<file path="src/sps_consts.svh">
`ifndef SPS_CONSTS_SVH
`define SPS_CONSTS_SVH

// Core clock rate
`define SPS_CLK_MHZ          25
// Soft-start interval in microseconds
`define SPS_SS_TIME_US       3500
// Brown-out persistence in milliseconds
`define SPS_BO_TIME_MS       32
// Length of one measurement phase in microseconds
`define SPS_MEAS_PHASE_US    100
`define SPS_MEAS_PHASE_CYC   (`SPS_MEAS_PHASE_US * `SPS_CLK_MHZ)
`define SPS_PHASE_CNT_W      12

// Soft-start ramp: 8-bit limit, 256 steps
`define SPS_SS_LIMIT_W       8
`define SPS_SS_STEPS         256
`define SPS_SS_DIV_W         12
`define SPS_BO_CNT_W         20

// Consecutive counts
`define SPS_OT_COUNT         3'h4
`define SPS_MAXDUTY_COUNT    4'h8

// Mains current code width and levels
`define SPS_MAINS_W          8
`define SPS_BROWNIN_LEVEL    8'h40
`define SPS_BROWNOUT_LEVEL   8'h30

`endif

</file>
<file path="src/sps_pkg.sv">
package sps_pkg;

   typedef enum logic [2:0] {
      ST_OFF,
      ST_CHECK,
      ST_RUN,
      ST_DISCHARGE,
      ST_PWRDN,
      ST_LATCHED
   } sps_state_t;

   // Asynchronous level inputs from the power stage and sensing network
   typedef struct packed {
      logic supply_startup;
      logic supply_lockout;
      logic prot_above_det;
      logic overpower;
      logic ovp_internal;
      logic ovp_external;
      logic otp_internal;
   } sps_pins_t;

   // Sequencer status towards the rest of the controller
   typedef struct packed {
      logic power_down;
      logic supply_clamp;
      logic latched;
      logic brownout_flag;
      logic temp_phase;
   } sps_status_t;

endpackage

</file>
<file path="src/sps_meas_timer.sv">
`timescale 1ns/1ns
`include "sps_consts.svh"

module sps_meas_timer (
   input  wire logic core_clk_in,    // 25 MHz core clock
   input  wire logic reset_in,       // Async reset, active high
   output logic      temp_phase_out, // 0 mains phase, 1 temperature phase
   output logic      phase_end_out   // Pulse on last cycle of a phase
);
   localparam logic [`SPS_PHASE_CNT_W-1:0] LAST =
      `SPS_PHASE_CNT_W'(`SPS_MEAS_PHASE_CYC - 1);

   logic [`SPS_PHASE_CNT_W-1:0] cnt;

   always_ff @(posedge core_clk_in or posedge reset_in) begin
      if (reset_in) begin
         cnt            <= '0;
         temp_phase_out <= 1'b0;
      end else if (cnt == LAST) begin
         cnt            <= '0;
         temp_phase_out <= ~temp_phase_out;
      end else begin
         cnt            <= cnt + 1'b1;
      end
   end

   always_ff @(posedge core_clk_in or posedge reset_in) begin
      if (reset_in) begin
         phase_end_out <= 1'b0;
      end else begin
         phase_end_out <= (cnt == LAST - 1'b1);
      end
   end

   a_phase_toggle: assert property (@(posedge core_clk_in) disable iff (reset_in)
      phase_end_out |=> (temp_phase_out != $past(temp_phase_out)))
      else $error("phase did not alternate after phase end");

endmodule

</file>
<file path="src/sps_sequencer.sv">
// Behaviour
// - At start-up level, switch only if mains and temp pass
// - Ramp peak current limit over 3.5 ms
// - Any protection stops gate drive immediately
// - Brown-out and max duty are restart class
// - Overpower, lockout, OVERVOLTAGE_PROTECTION, OTP are latch class
// - Restart: off until lockout, power-down, recharge, resume
// - Latch: power-down at once, enable supply clamp
// - Lockout during run takes the latched path
// - Alternate mains and temperature measurement phases
// - Capture mains current in each mains phase
// - Permit switching when stored current exceeds brown-in
// - Brown-out after 32 ms below level, restart
// - Four low temperature samples trip latched overtemperature
// - Stored mains current feeds compensation and limits
// - Eight consecutive max-duty strokes trigger restart
`timescale 1ns/1ns
`include "sps_consts.svh"

module sps_sequencer #(
   parameter int SS_CYCLES = `SPS_SS_TIME_US * `SPS_CLK_MHZ,
   parameter int BO_CYCLES = `SPS_BO_TIME_MS * 1000 * `SPS_CLK_MHZ
) (
   input  wire logic                        core_clk_in,          // 25 MHz core clock
   input  wire logic                        reset_in,             // Supply reset, async
   input  wire sps_pkg::sps_pins_t          pins_in,              // Async comparator levels
   input  wire logic [`SPS_MAINS_W-1:0]     mains_current_in,     // Async mains current code
   input  wire logic                        stroke_end_in,        // Stroke end pulse, core clk
   input  wire logic                        stroke_maxduty_in,    // Stroke hit max duty
   output logic                             gate_enable_out,      // Gate drive permitted
   output logic [`SPS_SS_LIMIT_W-1:0]       softstart_limit_out,  // Peak current limit
   output logic [`SPS_MAINS_W-1:0]          mains_hold_out,       // Stored mains current
   output sps_pkg::sps_status_t             status_out            // Sequencer status
);
   import sps_pkg::*;

   localparam int SS_STEP_INT = (SS_CYCLES + `SPS_SS_STEPS - 1) / `SPS_SS_STEPS;
   localparam logic [`SPS_SS_DIV_W-1:0] SS_STEP = `SPS_SS_DIV_W'(SS_STEP_INT - 1);
   localparam logic [`SPS_BO_CNT_W-1:0] BO_LAST = `SPS_BO_CNT_W'(BO_CYCLES - 1);

   sps_pins_t                   pins_meta;
   sps_pins_t                   pins;
   logic [`SPS_MAINS_W-1:0]     mains_meta;
   logic [`SPS_MAINS_W-1:0]     mains;
   sps_state_t                  state;
   sps_state_t                  next_state;
   logic                        temp_phase;
   logic                        phase_end;
   logic                        mains_seen;
   logic                        temp_seen;
   logic                        temp_ok;
   logic                        permit;
   logic [2:0]                  ot_cnt;
   logic                        ot_trip;
   logic [3:0]                  md_cnt;
   logic                        md_trip;
   logic [`SPS_BO_CNT_W-1:0]    bo_cnt;
   logic                        bo_trip;
   logic [`SPS_SS_DIV_W-1:0]    ss_div;
   logic                        latch_evt;
   logic                        restart_evt;

   // Two-flop synchronisers for everything from the pins
   always_ff @(posedge core_clk_in or posedge reset_in) begin
      if (reset_in) begin
         pins_meta  <= '0;
         pins       <= '0;
         mains_meta <= '0;
         mains      <= '0;
      end else begin
         pins_meta  <= pins_in;
         pins       <= pins_meta;
         mains_meta <= mains_current_in;
         mains      <= mains_meta;
      end
   end

   sps_meas_timer u_meas_timer (
      .core_clk_in    (core_clk_in),
      .reset_in       (reset_in),
      .temp_phase_out (temp_phase),
      .phase_end_out  (phase_end)
   );

   // Mains capture and brown-in permit
   always_ff @(posedge core_clk_in or posedge reset_in) begin
      if (reset_in) begin
         mains_hold_out <= '0;
         permit         <= 1'b0;
      end else begin
         if (phase_end && !temp_phase) begin
            mains_hold_out <= mains;
         end
         permit <= (mains_hold_out > `SPS_BROWNIN_LEVEL);
      end
   end

   // Fresh samples required for each start-up check
   always_ff @(posedge core_clk_in or posedge reset_in) begin
      if (reset_in) begin
         mains_seen <= 1'b0;
         temp_seen  <= 1'b0;
         temp_ok    <= 1'b0;
      end else begin
         if (state != ST_CHECK) begin
            mains_seen <= 1'b0;
            temp_seen  <= 1'b0;
         end else if (phase_end) begin
            if (temp_phase) begin
               temp_seen <= 1'b1;
            end else begin
               mains_seen <= 1'b1;
            end
         end
         if (phase_end && temp_phase) begin
            temp_ok <= pins.prot_above_det;
         end
      end
   end

   // Consecutive overtemperature samples
   always_ff @(posedge core_clk_in or posedge reset_in) begin
      if (reset_in) begin
         ot_cnt  <= '0;
         ot_trip <= 1'b0;
      end else if (phase_end && temp_phase) begin
         if (pins.prot_above_det) begin
            ot_cnt <= '0;
         end else if (ot_cnt + 1'b1 == `SPS_OT_COUNT) begin
            ot_cnt  <= '0;
            ot_trip <= 1'b1;
         end else begin
            ot_cnt <= ot_cnt + 1'b1;
         end
      end else begin
         ot_trip <= 1'b0;
      end
   end

   // Consecutive max-duty strokes
   always_ff @(posedge core_clk_in or posedge reset_in) begin
      if (reset_in) begin
         md_cnt  <= '0;
         md_trip <= 1'b0;
      end else if (state != ST_RUN) begin
         md_cnt  <= '0;
         md_trip <= 1'b0;
      end else if (stroke_end_in) begin
         if (!stroke_maxduty_in) begin
            md_cnt <= '0;
         end else if (md_cnt + 1'b1 == `SPS_MAXDUTY_COUNT) begin
            md_cnt  <= '0;
            md_trip <= 1'b1;
         end else begin
            md_cnt <= md_cnt + 1'b1;
         end
      end else begin
         md_trip <= 1'b0;
      end
   end

   // Brown-out persistence timer
   always_ff @(posedge core_clk_in or posedge reset_in) begin
      if (reset_in) begin
         bo_cnt  <= '0;
         bo_trip <= 1'b0;
      end else if (state != ST_RUN || mains_hold_out >= `SPS_BROWNOUT_LEVEL) begin
         bo_cnt  <= '0;
         bo_trip <= 1'b0;
      end else if (bo_cnt == BO_LAST) begin
         bo_trip <= 1'b1;
      end else begin
         bo_cnt <= bo_cnt + 1'b1;
      end
   end

   always_comb begin
      latch_evt = pins.overpower | pins.ovp_internal | pins.ovp_external
                | pins.otp_internal | ot_trip | pins.supply_lockout;
      // Brown-in permit gates start only; loss in run goes through brown-out timer
      restart_evt = bo_trip | md_trip;
   end

   always_comb begin
      next_state = state;
      unique case (state)
         ST_OFF: begin
            if (pins.supply_startup) begin
               next_state = ST_CHECK;
            end
         end
         ST_CHECK: begin
            if (latch_evt && !pins.supply_lockout) begin
               next_state = ST_LATCHED;
            end else if (pins.supply_lockout) begin
               next_state = ST_PWRDN;
            end else if (mains_seen && temp_seen && permit && temp_ok) begin
               next_state = ST_RUN;
            end
         end
         ST_RUN: begin
            if (latch_evt) begin
               next_state = ST_LATCHED;
            end else if (restart_evt) begin
               next_state = ST_DISCHARGE;
            end
         end
         ST_DISCHARGE: begin
            if (pins.supply_lockout) begin
               next_state = ST_PWRDN;
            end
         end
         ST_PWRDN: begin
            if (pins.supply_startup && !pins.supply_lockout) begin
               next_state = ST_CHECK;
            end
         end
         ST_LATCHED: begin
            next_state = ST_LATCHED;
         end
      endcase
   end

   always_ff @(posedge core_clk_in or posedge reset_in) begin
      if (reset_in) begin
         state <= ST_OFF;
      end else begin
         state <= next_state;
      end
   end

   always_ff @(posedge core_clk_in or posedge reset_in) begin
      if (reset_in) begin
         gate_enable_out <= 1'b0;
         status_out      <= '0;
      end else begin
         gate_enable_out         <= (next_state == ST_RUN);
         status_out.power_down   <= (next_state == ST_PWRDN) || (next_state == ST_LATCHED);
         status_out.supply_clamp <= (next_state == ST_LATCHED);
         status_out.latched      <= (next_state == ST_LATCHED);
         status_out.temp_phase   <= temp_phase;
         if (bo_trip && state == ST_RUN) begin
            status_out.brownout_flag <= 1'b1;
         end else if (next_state == ST_RUN && state != ST_RUN) begin
            status_out.brownout_flag <= 1'b0;
         end
      end
   end

   // Soft-start ramp of the peak current limit
   always_ff @(posedge core_clk_in or posedge reset_in) begin
      if (reset_in) begin
         ss_div              <= '0;
         softstart_limit_out <= '0;
      end else if (state != ST_RUN) begin
         ss_div              <= '0;
         softstart_limit_out <= '0;
      end else if (softstart_limit_out != '1) begin
         if (ss_div == SS_STEP) begin
            ss_div              <= '0;
            softstart_limit_out <= softstart_limit_out + 1'b1;
         end else begin
            ss_div <= ss_div + 1'b1;
         end
      end
   end

   a_latch_sticky: assert property (@(posedge core_clk_in) disable iff (reset_in)
      status_out.latched |=> status_out.latched && !gate_enable_out)
      else $error("latched state left or gate enabled");

   a_gate_stop: assert property (@(posedge core_clk_in) disable iff (reset_in)
      (state == ST_RUN && (latch_evt || restart_evt)) |=> !gate_enable_out)
      else $error("gate not stopped on protection");

   a_clamp_latch: assert property (@(posedge core_clk_in) disable iff (reset_in)
      (state == ST_RUN && latch_evt) |=> status_out.supply_clamp && status_out.power_down)
      else $error("latch event without clamp and power-down");

   a_lockout_latch: assert property (@(posedge core_clk_in) disable iff (reset_in)
      (state == ST_RUN && pins.supply_lockout) |=> state == ST_LATCHED)
      else $error("lockout in run did not latch");

   a_start_permit: assert property (@(posedge core_clk_in) disable iff (reset_in)
      (state == ST_CHECK && next_state == ST_RUN) |-> permit && temp_ok)
      else $error("switching started without passing checks");

   a_restart_path: assert property (@(posedge core_clk_in) disable iff (reset_in)
      (state == ST_RUN && !latch_evt && (md_trip || bo_trip)) |=>
      state == ST_DISCHARGE ##1 (!gate_enable_out)[*3])
      else $error("restart event not handled as restart");

   a_recharge: assert property (@(posedge core_clk_in) disable iff (reset_in)
      (state == ST_DISCHARGE && pins.supply_lockout) |=> status_out.power_down)
      else $error("no power-down at lockout");

   a_mains_store: assert property (@(posedge core_clk_in) disable iff (reset_in)
      (phase_end && !temp_phase) |=> mains_hold_out == $past(mains))
      else $error("mains current not captured");

   a_ot_trip: assert property (@(posedge core_clk_in) disable iff (reset_in)
      (phase_end && temp_phase && !pins.prot_above_det && ot_cnt == 3'h3) |=> ot_trip)
      else $error("fourth low sample did not trip");

   a_ot_clear: assert property (@(posedge core_clk_in) disable iff (reset_in)
      (phase_end && temp_phase && pins.prot_above_det) |=> ot_cnt == 3'h0 && !ot_trip)
      else $error("overtemperature counter not cleared");

   a_md_trip: assert property (@(posedge core_clk_in) disable iff (reset_in)
      (state == ST_RUN && stroke_end_in && stroke_maxduty_in && md_cnt == 4'h7) |=> md_trip)
      else $error("eighth max-duty stroke did not trip");

   a_ss_start: assert property (@(posedge core_clk_in) disable iff (reset_in)
      (state != ST_RUN && next_state == ST_RUN) |=> softstart_limit_out == '0)
      else $error("soft-start did not begin at zero");

   a_bo_flag: assert property (@(posedge core_clk_in) disable iff (reset_in)
      (state == ST_RUN && bo_trip) |=> status_out.brownout_flag && !gate_enable_out)
      else $error("brown-out not flagged");

endmodule

</file>
<file path="config.mk">
export PLATFORM = sky130hd
export DESIGN_NAME = sps_sequencer
export DESIGN_NICKNAME = d
export VERILOG_FILES = /design/src/sps_pkg.sv /design/src/sps_meas_timer.sv /design/src/sps_sequencer.sv
export VERILOG_INCLUDE_DIRS = /design/src /design/src/src
export SDC_FILE = /design/constraint.sdc
export NUM_CORES = 1
export LEC_CHECK = 0
export BUFFER_PORTS_ARGS = -buffer_cell sky130_fd_sc_hd__buf_2
export CORE_UTILIZATION = 35
export CTS_BUF_LIST = sky130_fd_sc_hd__clkbuf_4
export DETAILED_ROUTE_END_ITERATION = 7
export SETUP_SLACK_MARGIN = 0.3
export SKIP_CTS_REPAIR_TIMING = 1
export SLEW_MARGIN = 25
export SYNTH_ARGS = -nofsm -noshare
export SYNTH_HDL_FRONTEND = slang
export SYNTH_SLANG_ARGS = --single-unit
</file>
<file path="constraint.sdc">
create_clock -name core_clk_in -period 4.95 [get_ports core_clk_in]
set_input_delay 0.99 -clock core_clk_in [delete_from_list [all_inputs] [get_ports core_clk_in]]
set_output_delay 0.99 -clock core_clk_in [all_outputs]
set_load 0.1 [all_outputs]
</file>
==> run summary <==
Setup violations remaining at the end of the flow were counted as 0. The power density of the placed cells works out to 313 nW/um^2. The detail route stage leaves a number of antenna-violating nets equal to 0. In this run, synthesis produced a sequential element count of 114. Setup slack on the critical path of the routed design comes to 2.51 ns.

The run gives 0.759 as the weighted congestion reported at the end of routability-driven placement. The tools report the post-layout utilization of the core as 0.413. Average routed wire per standard cell: 13.1 um. For this run, the slowest stage of the critical path takes 0.47 ns. The layer flagged by global routing as most heavily used is met2. The global-route wire length before repair was 15,300 um. The met3 layer usage reported by global route was 0.0443; the number of primary I/O pins was 41. The maximum clock skew at final layout was 0.0144 ns. The critical path buffer and inverter count is 1, and the part of the total power dissipated in combinational logic is 0.020.

The highest achievable clock rate was 0.409 GHz. For the met2 track demand over resource, the log shows 0.201. The global routing usage summed across all routing layers is 0.135. After clock tree synthesis, the clock-pin slew on the worst setup and hold paths is 0.10 ns. Entering global routing, the biggest net connects 67 pins.

The min-delay analysis places its worst path in the category flip-flop to flip-flop. After the last flow step, the layout net total stands at 510. The cell area after technology mapping was 4900 sq um. The post-synthesis net count was 465; the per-cell via count in the routed design was 4.96. Summed over all layers, the routed wires come to 8800 um.

The run gives 3,240 as the via count of the first global-routing pass. Walking the worst path, the cells encountered are buf_2. Detailed routing inserted a total of 3,323 vias.

Max-cap violations in this run came to 0. The proportion of register bits with asynchronous set or reset after synthesis was 1.00; the number of buffers added by the clock tree synthesis step was 17. Setup repair after global routing left no endpoint under its margin.

The first routing iteration left 169 violations. The final cell count without fillers came out at 670. The logs give 13,500 sq um for the standard cell core area and 14,500 sq um for the die area. In this run, synthesis inferred 0 flip-flops with an integrated enable. The run gives 0.370 mW as the net switching power of the design. The cell accounting for the most synthesized area is sky130_fd_sc_hd__dfrtp_1.

The share of layout cells above drive strength 1 was 0.196. The largest fanout of any net on the critical path is 6, and the final sum of negative setup slack is 0 ns. In the synthesized netlist, the cells that appear most often are sky130_fd_sc_hd__dfrtp_1 (114), sky130_fd_sc_hd__nor2_1 (61), sky130_fd_sc_hd__nand2_1 (29), sky130_fd_sc_hd__xnor2_1 (23), sky130_fd_sc_hd__xor2_1 (20).

The worst relative slew slack is 0.459, and the endpoint arrival time on the critical path is 1.45 ns. The area share of the largest cell type after synthesis is 0.583, and the total number of clock tree sinks is 114. For this run, design rule violations remaining after detail routing come to 0. For the design internal power, the log shows 1.37 mW. Counting distinct cell types in the post-synthesis netlist gives 55.

TritonCTS built the clock tree. After synthesis, the cell types taking the most area are sky130_fd_sc_hd__dfrtp_1 (58%), sky130_fd_sc_hd__nor2_1 (4.7%), sky130_fd_sc_hd__xnor2_1 (4.1%). For the share of synthesized area occupied by flip-flops and latches, the log shows 0.583.

Summed over all layers, the global routing overflow is 0. Buffers placed on the I/O ports in this run total 40. Yosys printed 0 warnings. The die is 120 um wide. The initial antenna violation count was 0. The run finished with clean final reports.

The final count of pins violating max slew is 0. STA puts the critical path data required time at 3.96 ns. OpenSTA, run right after detailed placement, puts the worst setup slack at 2.56 ns.

The hold violation count in the final report was 0. The number of antenna diodes in the final layout is 0. STA classifies the critical path endpoint as an output pin. Synthesis produced a netlist whose cell count is 436. The minimum clock period is 2.44 ns. Cell at the root of the clock tree: sky130_fd_sc_hd__clkbuf_4. The proportion of power drawn by the clock network was 0.436; the clock latency reported for the late side of the worst-skew pair was 0.52 ns. The first detailed-routing pass took 5 iterations.

The H-tree generated during clock tree synthesis spans 4 levels. The most frequently used flop master after synthesis is sky130_fd_sc_hd__dfrtp_1. For the sequential group share of total power, the log shows 0.544. The tools report the startpoint type of the worst setup path as a flip-flop.

The actual slew at the worst max-slew pin works out to 0.812 ns. The starting density of the core came out at 0.364. Compared with the post-synthesis result, the final layout area differs by 13.5%.

The placed instances occupy a cell area of 5240 sq um. The proportion of total power due to net switching was 0.213; the total number of placement rows was 42. The final instance area is 5560 sq um, and the height of the die is 120 um. The tools report the maximum resistive drop on vdd as 0.166 mV. The most common cell in the synthesized netlist is sky130_fd_sc_hd__dfrtp_1.

The slowest stage of the critical path is the sky130_fd_sc_hd__dfrtp_1 cell. The wire-length estimate of the detail-placed layout is 5920 um. In this design, the largest share of critical-path delay is due to flip-flops. The worst setup path is of the flip-flop to output pin kind. For this design the static power due to leakage is 2.51 nW. Including well taps, the total number of placed cells is 638.

The met1 usage is 0.180. The average instance in the mapped netlist occupies 11.2 sq um. The final critical-path share of the clock period is 0.494. No sink is reached through more buffers than the 2 on the longest clock path.
-- per-layer routing --
layer	vias up	share of wire
met5	-	0
met4	0	0.017
met3	14	0.049
met2	77	0.44
met1	1617	0.49
li1	1615	-
-- worst paths after layout --
| check | from | end | slack (ns) | depth (start not counted) |
|---|---|---|---|---|
| max in group asynchronous | reset_in | mains_hold_out[7] | 3.22 | 3 |
| hold reg to reg | mains_meta[2] | mains[2] | 0.35 | 0 |
| setup reg to reg | state[1] | bo_cnt[6] | 2.62 | 3 |
| min in group asynchronous | reset_in | bo_cnt[2] | 0.64 | 2 |
| setup / recovery | softstart_limit_out[4] | softstart_limit_out[4] | 2.51 | 1 |
| hold / removal | mains_meta[2] | mains[2] | 0.35 | 0 |
-- through the flow --
step | hold slack (ns) | total power, mW
after floorplan | 0.331 | 0.986
after global placement | 0.333 | 1.00
after detailed placement | 0.336 | 1.00
after CTS | 0.356 | 1.77
after global routing | 0.365 | 1.81
final | 0.351 | 1.74
-- final cells by class --
class                      instances  area [sq um]
clock buffer                      21           158
clock inverter                    11           161
fill                            1337          7890
inverter                          11          43.8
multi-input combinational        296          1920
sequential                       114          2850
tap                              176           220
timing repair buffer              41           208
-- worst reg2reg max path, cell delays in order (launching register included) --
cell and delay [ns]:
sky130_fd_sc_hd__dfrtp_1 0.54, sky130_fd_sc_hd__or3b_1 0.69, sky130_fd_sc_hd__a2111o_1 0.76, sky130_fd_sc_hd__nor3_2 0.26
-- cells in the final DEF, fill, tap and decap left out, types with 3 or more instances in the layout --
cell                         instances
sky130_fd_sc_hd__dfrtp_1           114
sky130_fd_sc_hd__nor2_1             61
sky130_fd_sc_hd__buf_2              40
sky130_fd_sc_hd__nand2_1            29
sky130_fd_sc_hd__xnor2_1            23
sky130_fd_sc_hd__clkbuf_4           21
sky130_fd_sc_hd__xor2_1             20
sky130_fd_sc_hd__nand3_1            18
sky130_fd_sc_hd__nor3_1             14
sky130_fd_sc_hd__nand4_1            14
sky130_fd_sc_hd__a21oi_1            12
sky130_fd_sc_hd__and3_1             12
sky130_fd_sc_hd__inv_1              10
sky130_fd_sc_hd__o21ai_0            10
sky130_fd_sc_hd__mux2_2             10
sky130_fd_sc_hd__ha_1               10
sky130_fd_sc_hd__nor4_1              7
sky130_fd_sc_hd__a21o_1              4
sky130_fd_sc_hd__and2_1              4
sky130_fd_sc_hd__bufinv_16           4
sky130_fd_sc_hd__nand3b_1            3
sky130_fd_sc_hd__nor2b_1             3
sky130_fd_sc_hd__and4_1              3
sky130_fd_sc_hd__a31oi_1             3
sky130_fd_sc_hd__clkinvlp_4          3
sky130_fd_sc_hd__clkinv_2            3
-- power by group through the flow --
stage	clock, mW	sequential, mW	combinational, mW
4_1_cts	0.788	0.948	0.0361
3_3_place_gp	0	0.966	0.0349
3_5_place_dp	0	0.966	0.0361
6_report	0.759	0.948	0.0342
2_1_floorplan	0	0.966	0.0199
5_1_grt	0.822	0.950	0.0402
-- kinds of logic after synthesis --
| family | count (synthesis) | synth area share |
|---|---|---|
| adder cells (fa/ha/maj) | 10 | 0.0255 |
| XOR/XNOR | 43 | 0.0769 |
| AO/OA/AOI/OAI | 44 | 0.0593 |
| multiplexers | 11 | 0.0250 |
| buffers and inverters | 26 | 0.0263 |
| flip-flops | 114 | 0.583 |
| AND/OR/NAND/NOR | 188 | 0.204 |
-- state kept, by name, indices dropped and copies added (netlist names), 3 cells and up --
name,flops
mains,8
md_cnt,4
softstart_limit_out,8
ss_div,12
pins,7
ot_cnt,3
u_meas_timer.cnt,12
mains_hold_out,8
state,3
mains_meta,8
status_out,4
bo_cnt,20
pins_meta,7
No activity file was read; power rests on OpenSTA's default activity.
